==> src/vrs_pkg.sv <==
// Shared types and constants for the vertical region sequencer.
// Assumes a single pixel-rate clock and configuration held elsewhere.
`default_nettype none
package vrs_pkg;

  // Counts of regions, patterns, selectors and vertical outputs
  localparam int NUM_REGIONS = 5;
  localparam int NUM_PATTERNS = 4;
  localparam int NUM_SELECTORS = 4;
  localparam int NUM_VOUT = 4;
  localparam int NUM_CHANGES = 4;

  // Field widths
  localparam int PTR_W = 3;
  localparam int SEL_W = 2;
  localparam int REP_W = 3;
  localparam int LINE_W = 8;
  localparam int VCNT_W = 9;
  localparam int SWEEP_W = 12;

  // Control address of the sweep mode field
  localparam logic [7:0] SWEEP_CTRL_ADDR = 8'h0A;
  // Sweep mode field bits, one per sweep-capable region
  localparam int SWEEP_BIT_R0 = 0;
  localparam int SWEEP_BIT_R3 = 1;
  // Regions in which sweep may run
  localparam logic [2:0] SWEEP_REGION_A = 3'h0;
  localparam logic [2:0] SWEEP_REGION_B = 3'h3;
  // Largest number of sweep repeats in one region
  localparam logic [11:0] SWEEP_MAX_REPEATS = 12'h800;

  // Pointer codes that alternate selectors on even and odd lines
  localparam logic [2:0] PTR_ALT_LOW = 3'h4;
  localparam logic [2:0] PTR_ALT_HIGH = 3'h5;

  // Reset values of the sequencer state
  localparam logic [2:0] REGION_RST = 3'h0;
  localparam logic [7:0] LINE_RST = 8'h00;
  localparam logic [3:0] VOUT_RST = 4'h0;

  // Configuration registers loaded by the serial port
  typedef struct packed {
    logic [1:0] sweep_mode_select;
    logic [11:0] region3_sweep_count;
    logic [11:0] region0_sweep_count;
    logic [3:0][7:0] region_change_line;     // Index 0 is change line 1
    logic [3:0][2:0] pattern_repeat_count;   // Per transfer pattern
    logic [3:0][1:0] pattern_selector;       // Selector to pattern code
    logic [4:0][2:0] region_pattern_pointer; // Per region
  } vrs_cfg_s;

  // One vertical transfer pattern
  typedef struct packed {
    logic [8:0] group_length;      // Counter value that ends a group
    logic [3:0] start_level;       // Level of each output at group start
    logic [3:0][8:0] toggle_pos_1; // First toggle per output
    logic [3:0][8:0] toggle_pos_2; // Second toggle per output
  } vrs_pat_s;

  // Sequencer states
  typedef enum logic [1:0] {
    ST_IDLE,
    ST_FETCH,
    ST_LOAD,
    ST_RUN
  } vrs_state_e;

endpackage
`default_nettype wire

==> src/vrs_pat_mem.sv <==
// Small table holding the four transfer patterns.
// Assumes one writer and one reader, both on the pixel clock.
`timescale 1ns/1ps
`default_nettype none
module vrs_pat_mem #(
  parameter int WIDTH = 85,
  parameter int DEPTH = 4,
  parameter int AW = 2
) (
  // Clock and reset
  input wire logic clk,
  input wire logic rst,
  // Write side
  input wire logic we,
  input wire logic [AW-1:0] waddr,
  input wire logic [WIDTH-1:0] wdata,
  // Read side, data one cycle after the address
  input wire logic [AW-1:0] raddr,
  output logic [WIDTH-1:0] rdata
);

  // Storage needs no reset: software loads it before use
  logic [WIDTH-1:0] mem [DEPTH];

  // Write port
  always_ff @(posedge clk) begin
    if (we) begin
      mem[waddr] <= wdata;
    end
  end

  // Registered read keeps the table off the output timing path
  always_ff @(posedge clk or posedge rst) begin
    if (rst) begin
      rdata <= '0;
    end else begin
      rdata <= mem[raddr];
    end
  end

endmodule
`default_nettype wire

==> src/vrs_seq.sv <==
// Vertical region sequencer: picks the transfer pattern for each line.
// Assumes sync pins from outside the clock domain, configuration held
// steady by the serial port, and patterns loaded into the table.
`timescale 1ns/1ps
`default_nettype none

module vrs_seq (
  // Clock and reset
  input wire logic CLK,
  input wire logic RST,
  // Sync pins from the timing core
  input wire logic LINE_SYNC,
  input wire logic FRAME_SYNC,
  // Configuration registers
  input wire vrs_pkg::vrs_cfg_s CFG,
  // Pattern table write port
  input wire logic PAT_WE,
  input wire logic [1:0] PAT_ADDR,
  input wire vrs_pkg::vrs_pat_s PAT_WDATA,
  // Vertical transfer outputs
  output logic [3:0] VERT_OUT,
  // Status
  output logic [2:0] ACTIVE_REGION,
  output logic SWEEP_ACTIVE,
  output logic [7:0] LINE_COUNT,
  output logic GROUP_BUSY
);

  localparam int PAT_BITS = $bits(vrs_pkg::vrs_pat_s);

  // Region of a line: the last change line already passed
  function automatic logic [2:0] region_of(
    input logic [7:0] line,
    input vrs_pkg::vrs_cfg_s c
  );
    logic [2:0] r;
    r = vrs_pkg::REGION_RST;
    for (int n = 0; n < vrs_pkg::NUM_CHANGES; n++) begin
      if (line >= c.region_change_line[n]) begin
        r = 3'(n + 1);
      end
    end
    return r;
  endfunction

  // Selector chosen by a region pointer on an even or odd line
  function automatic logic [1:0] sel_of(
    input logic [2:0] ptr,
    input logic odd
  );
    logic [1:0] s;
    s = 2'h0;
    case (ptr)
      3'h0, 3'h1, 3'h2, 3'h3: s = ptr[1:0];
      vrs_pkg::PTR_ALT_LOW: s = {1'b0, odd};
      vrs_pkg::PTR_ALT_HIGH: s = {1'b1, odd};
      // Unused codes fall back to selector 0 rather than float
      default: s = 2'h0;
    endcase
    return s;
  endfunction

  // Sync pin synchronisers, first stage read only by the second
  logic ls_meta_reg, ls_sync_reg, ls_prev_reg;
  logic fs_meta_reg, fs_sync_reg, fs_prev_reg;
  logic line_start, frame_start;

  // Line and region bookkeeping
  logic [7:0] line_reg, line_next;
  logic [2:0] region_reg, region_new;
  logic sweep_reg, sweep_new;
  logic [1:0] sel_reg, sel_new;
  logic [1:0] pat_idx_reg, pat_new;
  logic [2:0] ptr_now;
  logic dec;

  // Group sequencing
  vrs_pkg::vrs_state_e state_reg;
  logic [8:0] vcnt_reg;
  logic [11:0] reps_left_reg, reps_new, sweep_cnt;
  logic group_end, wave_load;
  logic [PAT_BITS-1:0] pat_raw;
  vrs_pkg::vrs_pat_s pat_cur;

  // Two flops on each pin before any logic looks at it
  always_ff @(posedge CLK or posedge RST) begin
    if (RST) begin
      ls_meta_reg <= 1'b0;
      ls_sync_reg <= 1'b0;
      ls_prev_reg <= 1'b0;
      fs_meta_reg <= 1'b0;
      fs_sync_reg <= 1'b0;
      fs_prev_reg <= 1'b0;
    end else begin
      ls_meta_reg <= LINE_SYNC;
      ls_sync_reg <= ls_meta_reg;
      ls_prev_reg <= ls_sync_reg;
      fs_meta_reg <= FRAME_SYNC;
      fs_sync_reg <= fs_meta_reg;
      fs_prev_reg <= fs_sync_reg;
    end
  end

  // Rising edges mark the start of a line and of a frame
  assign line_start = ls_sync_reg & ~ls_prev_reg;
  assign frame_start = fs_sync_reg & ~fs_prev_reg;

  // Frame edge restarts the count; that line is line 0
  always_comb begin
    if (frame_start) begin
      line_next = vrs_pkg::LINE_RST;
    end else if (line_start) begin
      line_next = line_reg + 8'h01;
    end else begin
      line_next = line_reg;
    end
  end

  // Line counter
  always_ff @(posedge CLK or posedge RST) begin
    if (RST) begin
      line_reg <= vrs_pkg::LINE_RST;
    end else begin
      line_reg <= line_next;
    end
  end

  // Decisions for the line now starting
  always_comb begin
    region_new = region_of(line_next, CFG);
    ptr_now = CFG.region_pattern_pointer[region_new];
    sel_new = sel_of(ptr_now, line_next[0]);
    pat_new = CFG.pattern_selector[sel_new];
    sweep_new =
      (region_new == vrs_pkg::SWEEP_REGION_A &&
       CFG.sweep_mode_select[vrs_pkg::SWEEP_BIT_R0]) ||
      (region_new == vrs_pkg::SWEEP_REGION_B &&
       CFG.sweep_mode_select[vrs_pkg::SWEEP_BIT_R3]);
    sweep_cnt = (region_new == vrs_pkg::SWEEP_REGION_A) ?
      CFG.region0_sweep_count : CFG.region3_sweep_count;
    if (sweep_cnt > vrs_pkg::SWEEP_MAX_REPEATS) begin
      sweep_cnt = vrs_pkg::SWEEP_MAX_REPEATS;
    end
    if (sweep_new) begin
      reps_new = sweep_cnt;
    end else begin
      reps_new = {9'h000, CFG.pattern_repeat_count[pat_new]};
    end
  end

  // sweep ignores line syncs in its region unless a frame edge comes with them
  assign dec = line_start &&
    !(sweep_reg && region_new == region_reg && !frame_start);

  // Region, sweep flag and pattern choice held for the line
  always_ff @(posedge CLK or posedge RST) begin
    if (RST) begin
      region_reg <= vrs_pkg::REGION_RST;
      sweep_reg <= 1'b0;
      sel_reg <= 2'h0;
      pat_idx_reg <= 2'h0;
    end else if (dec) begin
      region_reg <= region_new;
      sweep_reg <= sweep_new;
      sel_reg <= sel_new;
      pat_idx_reg <= pat_new;
    end
  end

  // Pattern table, read one cycle behind the address
  vrs_pat_mem #(
    .WIDTH(PAT_BITS),
    .DEPTH(vrs_pkg::NUM_PATTERNS),
    .AW(2)
  ) u_mem (
    .clk(CLK),
    .rst(RST),
    .we(PAT_WE),
    .waddr(PAT_ADDR),
    .wdata(PAT_WDATA),
    .raddr(pat_idx_reg),
    .rdata(pat_raw)
  );

  assign pat_cur = vrs_pkg::vrs_pat_s'(pat_raw);

  // A group ends when the counter reaches the pattern length
  assign group_end = (state_reg == vrs_pkg::ST_RUN) &&
    (vcnt_reg == pat_cur.group_length);

  // Start levels load at the first group and at each later one
  assign wave_load = (state_reg == vrs_pkg::ST_LOAD &&
    reps_left_reg != 12'h000) || (group_end && reps_left_reg > 12'h001);

  // Sequencer: fetch pattern, load levels, run counted groups
  always_ff @(posedge CLK or posedge RST) begin
    if (RST) begin
      state_reg <= vrs_pkg::ST_IDLE;
      vcnt_reg <= 9'h000;
      reps_left_reg <= 12'h000;
    end else if (dec) begin
      state_reg <= vrs_pkg::ST_FETCH;
      vcnt_reg <= 9'h000;
      reps_left_reg <= reps_new;
    end else begin
      unique case (state_reg)
        vrs_pkg::ST_IDLE: begin
          vcnt_reg <= 9'h000;
        end
        vrs_pkg::ST_FETCH: begin
          // Table read is in flight this cycle
          state_reg <= vrs_pkg::ST_LOAD;
        end
        vrs_pkg::ST_LOAD: begin
          state_reg <= (reps_left_reg == 12'h000) ?
            vrs_pkg::ST_IDLE : vrs_pkg::ST_RUN;
          vcnt_reg <= 9'h000;
        end
        vrs_pkg::ST_RUN: begin
          if (group_end) begin
            reps_left_reg <= reps_left_reg - 12'h001;
            vcnt_reg <= 9'h000;
            if (reps_left_reg == 12'h001) begin
              state_reg <= vrs_pkg::ST_IDLE;
            end
          end else begin
            vcnt_reg <= vcnt_reg + 9'h001;
          end
        end
      endcase
    end
  end

  // Waveform engine for the four vertical outputs
  vrs_wave u_wave (
    .clk(CLK),
    .rst(RST),
    .pat(pat_cur),
    .load(wave_load),
    .run(state_reg == vrs_pkg::ST_RUN && !group_end),
    .vcnt(vcnt_reg),
    .vout(VERT_OUT)
  );

  // Status outputs, all from registers
  assign ACTIVE_REGION = region_reg;
  assign SWEEP_ACTIVE = sweep_reg;
  assign LINE_COUNT = line_reg;
  assign GROUP_BUSY = (state_reg == vrs_pkg::ST_RUN);

  // Direct pointers pick their own selector
  a_sel_direct: assert property (
    @(posedge CLK) disable iff (RST)
    dec && ptr_now < vrs_pkg::PTR_ALT_LOW |=>
      sel_reg == $past(ptr_now[1:0]))
    else $error("direct pointer picked wrong selector");

  // High alternating pointer follows line parity
  a_sel_alternate: assert property (
    @(posedge CLK) disable iff (RST)
    dec && ptr_now == vrs_pkg::PTR_ALT_HIGH |=>
      sel_reg == {1'b1, line_reg[0]})
    else $error("alternating pointer ignored line parity");

  // Lines before the first change line are region 0
  a_region_first: assert property (
    @(posedge CLK) disable iff (RST)
    dec && line_next < CFG.region_change_line[0] |=>
      region_reg == 3'h0)
    else $error("early line not in region 0");

  // Sweep never runs outside regions 0 and 3
  a_sweep_region: assert property (
    @(posedge CLK) disable iff (RST)
    sweep_reg |-> region_reg == vrs_pkg::SWEEP_REGION_A ||
      region_reg == vrs_pkg::SWEEP_REGION_B)
    else $error("sweep active in a wrong region");

  // Sweep field of zero keeps normal timing
  a_sweep_off: assert property (
    @(posedge CLK) disable iff (RST)
    dec && CFG.sweep_mode_select == 2'h0 |=> !sweep_reg)
    else $error("sweep started with sweep field clear");

  // Normal lines restart the sequence on line sync
  a_line_restart: assert property (
    @(posedge CLK) disable iff (RST)
    line_start && !sweep_reg |=> state_reg == vrs_pkg::ST_FETCH)
    else $error("normal line did not restart");

  // Sweep carries across a line sync within its region
  a_sweep_span: assert property (
    @(posedge CLK) disable iff (RST)
    line_start && !frame_start && sweep_reg &&
      region_new == region_reg && state_reg == vrs_pkg::ST_RUN |=>
      state_reg != vrs_pkg::ST_FETCH)
    else $error("sweep broken by line sync");

  // Zero repeats leave the outputs idle after the fetch
  a_zero_reps: assert property (
    @(posedge CLK) disable iff (RST)
    dec && reps_new == 12'h000 ##1 !dec ##1 !dec |=>
      state_reg == vrs_pkg::ST_IDLE)
    else $error("groups ran with zero repeats");

  // Sweep repeats stay within the limit
  a_sweep_limit: assert property (
    @(posedge CLK) disable iff (RST)
    reps_left_reg <= vrs_pkg::SWEEP_MAX_REPEATS)
    else $error("sweep repeat count above limit");

endmodule
`default_nettype wire

==> src/vrs_wave.sv <==
// Waveform engine: four vertical outputs from one transfer pattern.
// Assumes the caller loads start levels at each group start.
`timescale 1ns/1ps
`default_nettype none
module vrs_wave (
  // Clock and reset
  input wire logic clk,
  input wire logic rst,
  // Pattern and timing
  input wire vrs_pkg::vrs_pat_s pat,
  input wire logic load,
  input wire logic run,
  input wire logic [8:0] vcnt,
  // Vertical outputs
  output logic [3:0] vout
);

  // One toggle flop per vertical output
  for (genvar i = 0; i < vrs_pkg::NUM_VOUT; i++) begin : g_out
    always_ff @(posedge clk or posedge rst) begin
      if (rst) begin
        vout[i] <= vrs_pkg::VOUT_RST[i];
      end else if (load) begin
        vout[i] <= pat.start_level[i];
      end else if (run && (vcnt == pat.toggle_pos_1[i] ||
                           vcnt == pat.toggle_pos_2[i])) begin
        vout[i] <= ~vout[i];
      end
    end

    // First toggle position moves the output
    a_toggle_hit: assert property (
      @(posedge clk) disable iff (rst)
      run && !load && (vcnt == pat.toggle_pos_1[i]) |=>
        vout[i] != $past(vout[i]))
      else $error("output did not toggle at its position");

    // Group start shows the programmed levels
    a_start_level: assert property (
      @(posedge clk) disable iff (rst)
      load |=> vout[i] == $past(pat.start_level[i]))
      else $error("output missed its start level");
  end

endmodule
`default_nettype wire
==> config.mk <==
export PLATFORM = sky130hd
export DESIGN_NAME = vrs_seq
export DESIGN_NICKNAME = d
export VERILOG_FILES = /design/src/vrs_pkg.sv /design/src/vrs_pat_mem.sv /design/src/vrs_seq.sv /design/src/vrs_wave.sv
export SDC_FILE = /design/constraint.sdc
export NUM_CORES = 1
export LEC_CHECK = 0
export BUFFER_PORTS_ARGS = -buffer_cell sky130_fd_sc_hd__buf_2
export CAP_MARGIN = 30
export CORE_AREA = 2 2 195 197
export DETAILED_ROUTE_END_ITERATION = 10
export DIE_AREA = 0 0 197 199
export PLACE_DENSITY_LB_ADDON = 0.08
export SLEW_MARGIN = 20
export SYNTH_ARGS = -nofsm -noshare
export SYNTH_HDL_FRONTEND = slang
export SYNTH_SLANG_ARGS = --single-unit
==> constraint.sdc <==
create_clock -name CLK -period 3.9 [get_ports CLK]
set_input_delay 0.39 -clock CLK [delete_from_list [all_inputs] [get_ports CLK]]
set_output_delay 0.39 -clock CLK [all_outputs]
set_load 0.01 [all_outputs]
==> impl_metrics.env <==
export IMPL_clock_sinks=472
export IMPL_maxCapViolCount=0
export IMPL_worst_path_buf_inv=1
export IMPL_largest_register_ffs=340
export IMPL_ys_ff_latch=472
export IMPL_die_w_microns=197
export IMPL_finalNetCount=1683
export IMPL_ant_nets=0
export IMPL_relSlewSlack_pct=42.4
export IMPL_p_per_area_nw_per_um2=545
export IMPL_total_leakage_power_nw=9.15
export IMPL_h_tree_depth=2
export IMPL_mostFrequentLayoutCells="edfxtp_1, buf_2, dfrtp_1, buf_4, mux4_2"
export IMPL_finalCriticalPeriod_ns=4.15
export IMPL_synth_flop_cell="edfxtp_1"
export IMPL_finalMaxSlewViolations=0
export IMPL_grt_pass1_wl_microns=64400
export IMPL_netlist_area_leader_share_pct=52.7
export IMPL_fmax_mhz=241
export IMPL_drt_iter0_markers=443
export IMPL_critPathMostFrequentCell="a221oi_4"
export IMPL_first_pass_iters=4
export IMPL_numCtsBuffers=47
export IMPL_crit_slowest_cell="a221oi_4"
export IMPL_fillCellCount=2702
export IMPL_grt_ovfl_total=0
export IMPL_die_area_sq_um=39200
export IMPL_clock_latency_ns=0.55
export IMPL_ys_warn_count=0
export IMPL_cts_tree="built"
export IMPL_pin_count=202
export IMPL_async_flop_share_pct=28.0
export IMPL_violations="negative setup slack"
export IMPL_crit_arrival_ns=4.60
export IMPL_io_buffers=201
export IMPL_clk_transition_reported_paths_ns=0.06
export IMPL_coreArea_sq_um=37100
export IMPL_cpLargestDelayFamily="compound AO/OA/AOI/OAI gates"
export IMPL_cp_max_fo=4
export IMPL_gp_congestion=0.841
export IMPL_post_drt_wl_per_cell_microns=21.1
export IMPL_ys_types=81
export IMPL_fin_crit_sh_pct=106
export IMPL_vias_per_cell=5.49
export IMPL_hold_violations=0
export IMPL_setup_viol=4
export IMPL_gr_usage_all_layers_pct=21.9
export IMPL_synth_edff_count=340
export IMPL_required_ns=4.35
export IMPL_cp_end_kind="flip-flop"
export IMPL_worst_pin_slew_ns=0.864
export IMPL_syn_nets=1356
export IMPL_wirelength_microns=41700
export IMPL_critPathLaunchType="flip-flop"
export IMPL_rsz0062_at_grt="true"
export IMPL_pre_cts_slack_ns=-0.392
export IMPL_syn_inst=1132
export IMPL_cp_cell_sequence="nor2b_2 > and4_4 > nand3_2 > xor2_1 > nor2_2 > ha_1 > a21o_1 > a221oi_4 > buf_4 > o211ai_1 > o221ai_4 > a211o_4 > a211oi_2 > o21ai_1 > o21ai_2 > a221oi_4 > mux2_4 > a311oi_2"
export IMPL_num_rows=71
export IMPL_synth_area_top_cells="edfxtp_1, dfrtp_1, mux4_2"
export IMPL_peakVddDrop_v=0.000440
export IMPL_cts_buffer_depth=3
export IMPL_syn_area_per_cell_sq_um=17.1
export IMPL_initial_core_util_pct=52.2
export IMPL_utilization_pct=63.9
export IMPL_multiInputGateArea_sq_um=5910
export IMPL_grt_max_degree=86
export IMPL_synth_area_sq_um=19400
export IMPL_layout_setup_ws_ns=-0.252
export IMPL_yosysSeqAreaShare_pct=69.8
export IMPL_final_layout_size_suffix_gt1_share_pct=37.1
export IMPL_max_stage_delay_ns=0.41
export IMPL_place_hpwl_microns=26100
export IMPL_yosysTopAreaCell="edfxtp_1"
export IMPL_critical_path_class="flip-flop to flip-flop"
export IMPL_antenna_found_initial=6
export IMPL_fin_skew_ns=0.0168
export IMPL_syn_to_final_growth_pct=22.4
export IMPL_via_count=10835
export IMPL_fp_dieH_microns=199
export IMPL_grt_pass1_vias=11368
export IMPL_reg2reg_slack_ns=-0.25
export IMPL_clock_tree_root_cell="clkbuf_16"
export IMPL_status="finished with violations"
export IMPL_final_common_cell="edfxtp_1"
export IMPL_worstHoldPathType="input port to flip-flop"
export IMPL_register_area_sq_um=13500
export IMPL_drcViolationCount=0
-- cell type report --
type	count	share of cell area (%)
inverters	41	0.665
clock inverters	20	0.659
diodes	5	0.0528
well taps	474	2.50
multi-input cells	576	24.9
repair buffers	321	8.61
clock buffers	65	5.58
flip-flops and latches	472	57.0
-- report_power, final --
group / leakage [nW] / internal (mW) / switching, mW
Sequential: 4.72 / 5.99 / 0.402
Clock: 0.719 / 2.50 / 1.78
Combinational: 3.71 / 1.18 / 1.07
-- synth_stat cells (20+ instances only) --
master,instances
edfxtp_1,340
dfrtp_1,132
mux4_2,85
xor2_1,63
nor2_1,44
a21oi_1,42
inv_1,41
ha_1,39
nand2_1,37
xnor2_1,35
clkbuf_1,23
o21ai_0,20
-- kinds of logic after synthesis --
kind of cell / count (synthesis) / share of synthesized area [%]
flip-flops: 472 / 69.8
AO/OA/AOI/OAI: 131 / 4.99
XOR/XNOR: 98 / 4.43
adder cells (fa/ha/maj): 39 / 2.52
buffers and inverters: 84 / 1.76
multiplexers: 104 / 10.9
AND/OR/NAND/NOR: 204 / 5.65
-- repair_timing --
item | CTS | global route
setup endpoints to repair | 14 | 14
gates cloned | 0 | 1
buffers inserted | 17 | 8
hold buffers | 3 | 0
endpoints found under the hold margin | 13 | 0
pin swaps | 15 | 14
resized for setup | 34 | 27
-- final timing paths --
kind,startpoint,endpoint,cells past startpoint
min,PAT_WDATA[52],u_mem.mem[0][52]$_DFFE_PP_,1
max,ls_prev_reg$_DFF_PP0_,reps_left_reg[1]$_DFFE_PP0P_,18
max reg2reg,ls_prev_reg$_DFF_PP0_,reps_left_reg[1]$_DFFE_PP0P_,18
min in group asynchronous,RST,reps_left_reg[1]$_DFFE_PP0P_,3
max in group asynchronous,RST,u_mem.rdata[24]$_DFF_PP0_,4
min reg2reg,ls_meta_reg$_DFF_PP0_,ls_sync_reg$_DFF_PP0_,0
-- layer usage --
layer | wire (microns) | vias to the layer above | track usage, %
met5 | 21 | - | 0
met4 | 558 | 4 | 4.62
met3 | 2260 | 54 | 4.29
met2 | 20700 | 236 | 37.7
met1 | 18200 | 5497 | 29.4
li1 | - | 5044 | -
-- metrics by stage --
step	cells	area, sq um	total power, mW	TNS (ns)	hold WS, ns
3_3_place_gp	1855	21600	8.66	-2.82	0.338
2_1_floorplan	1132	19400	7.94	-0.281	0.331
3_5_place_dp	1856	21700	8.70	-2.61	0.342
5_1_grt	1970	23700	13.5	-3.14	0.0291
6_report	1974	23700	12.9	-0.851	0.0523
4_1_cts	1961	23500	13.1	-0.802	0.0231
Power figures use the tool's default switching activity.
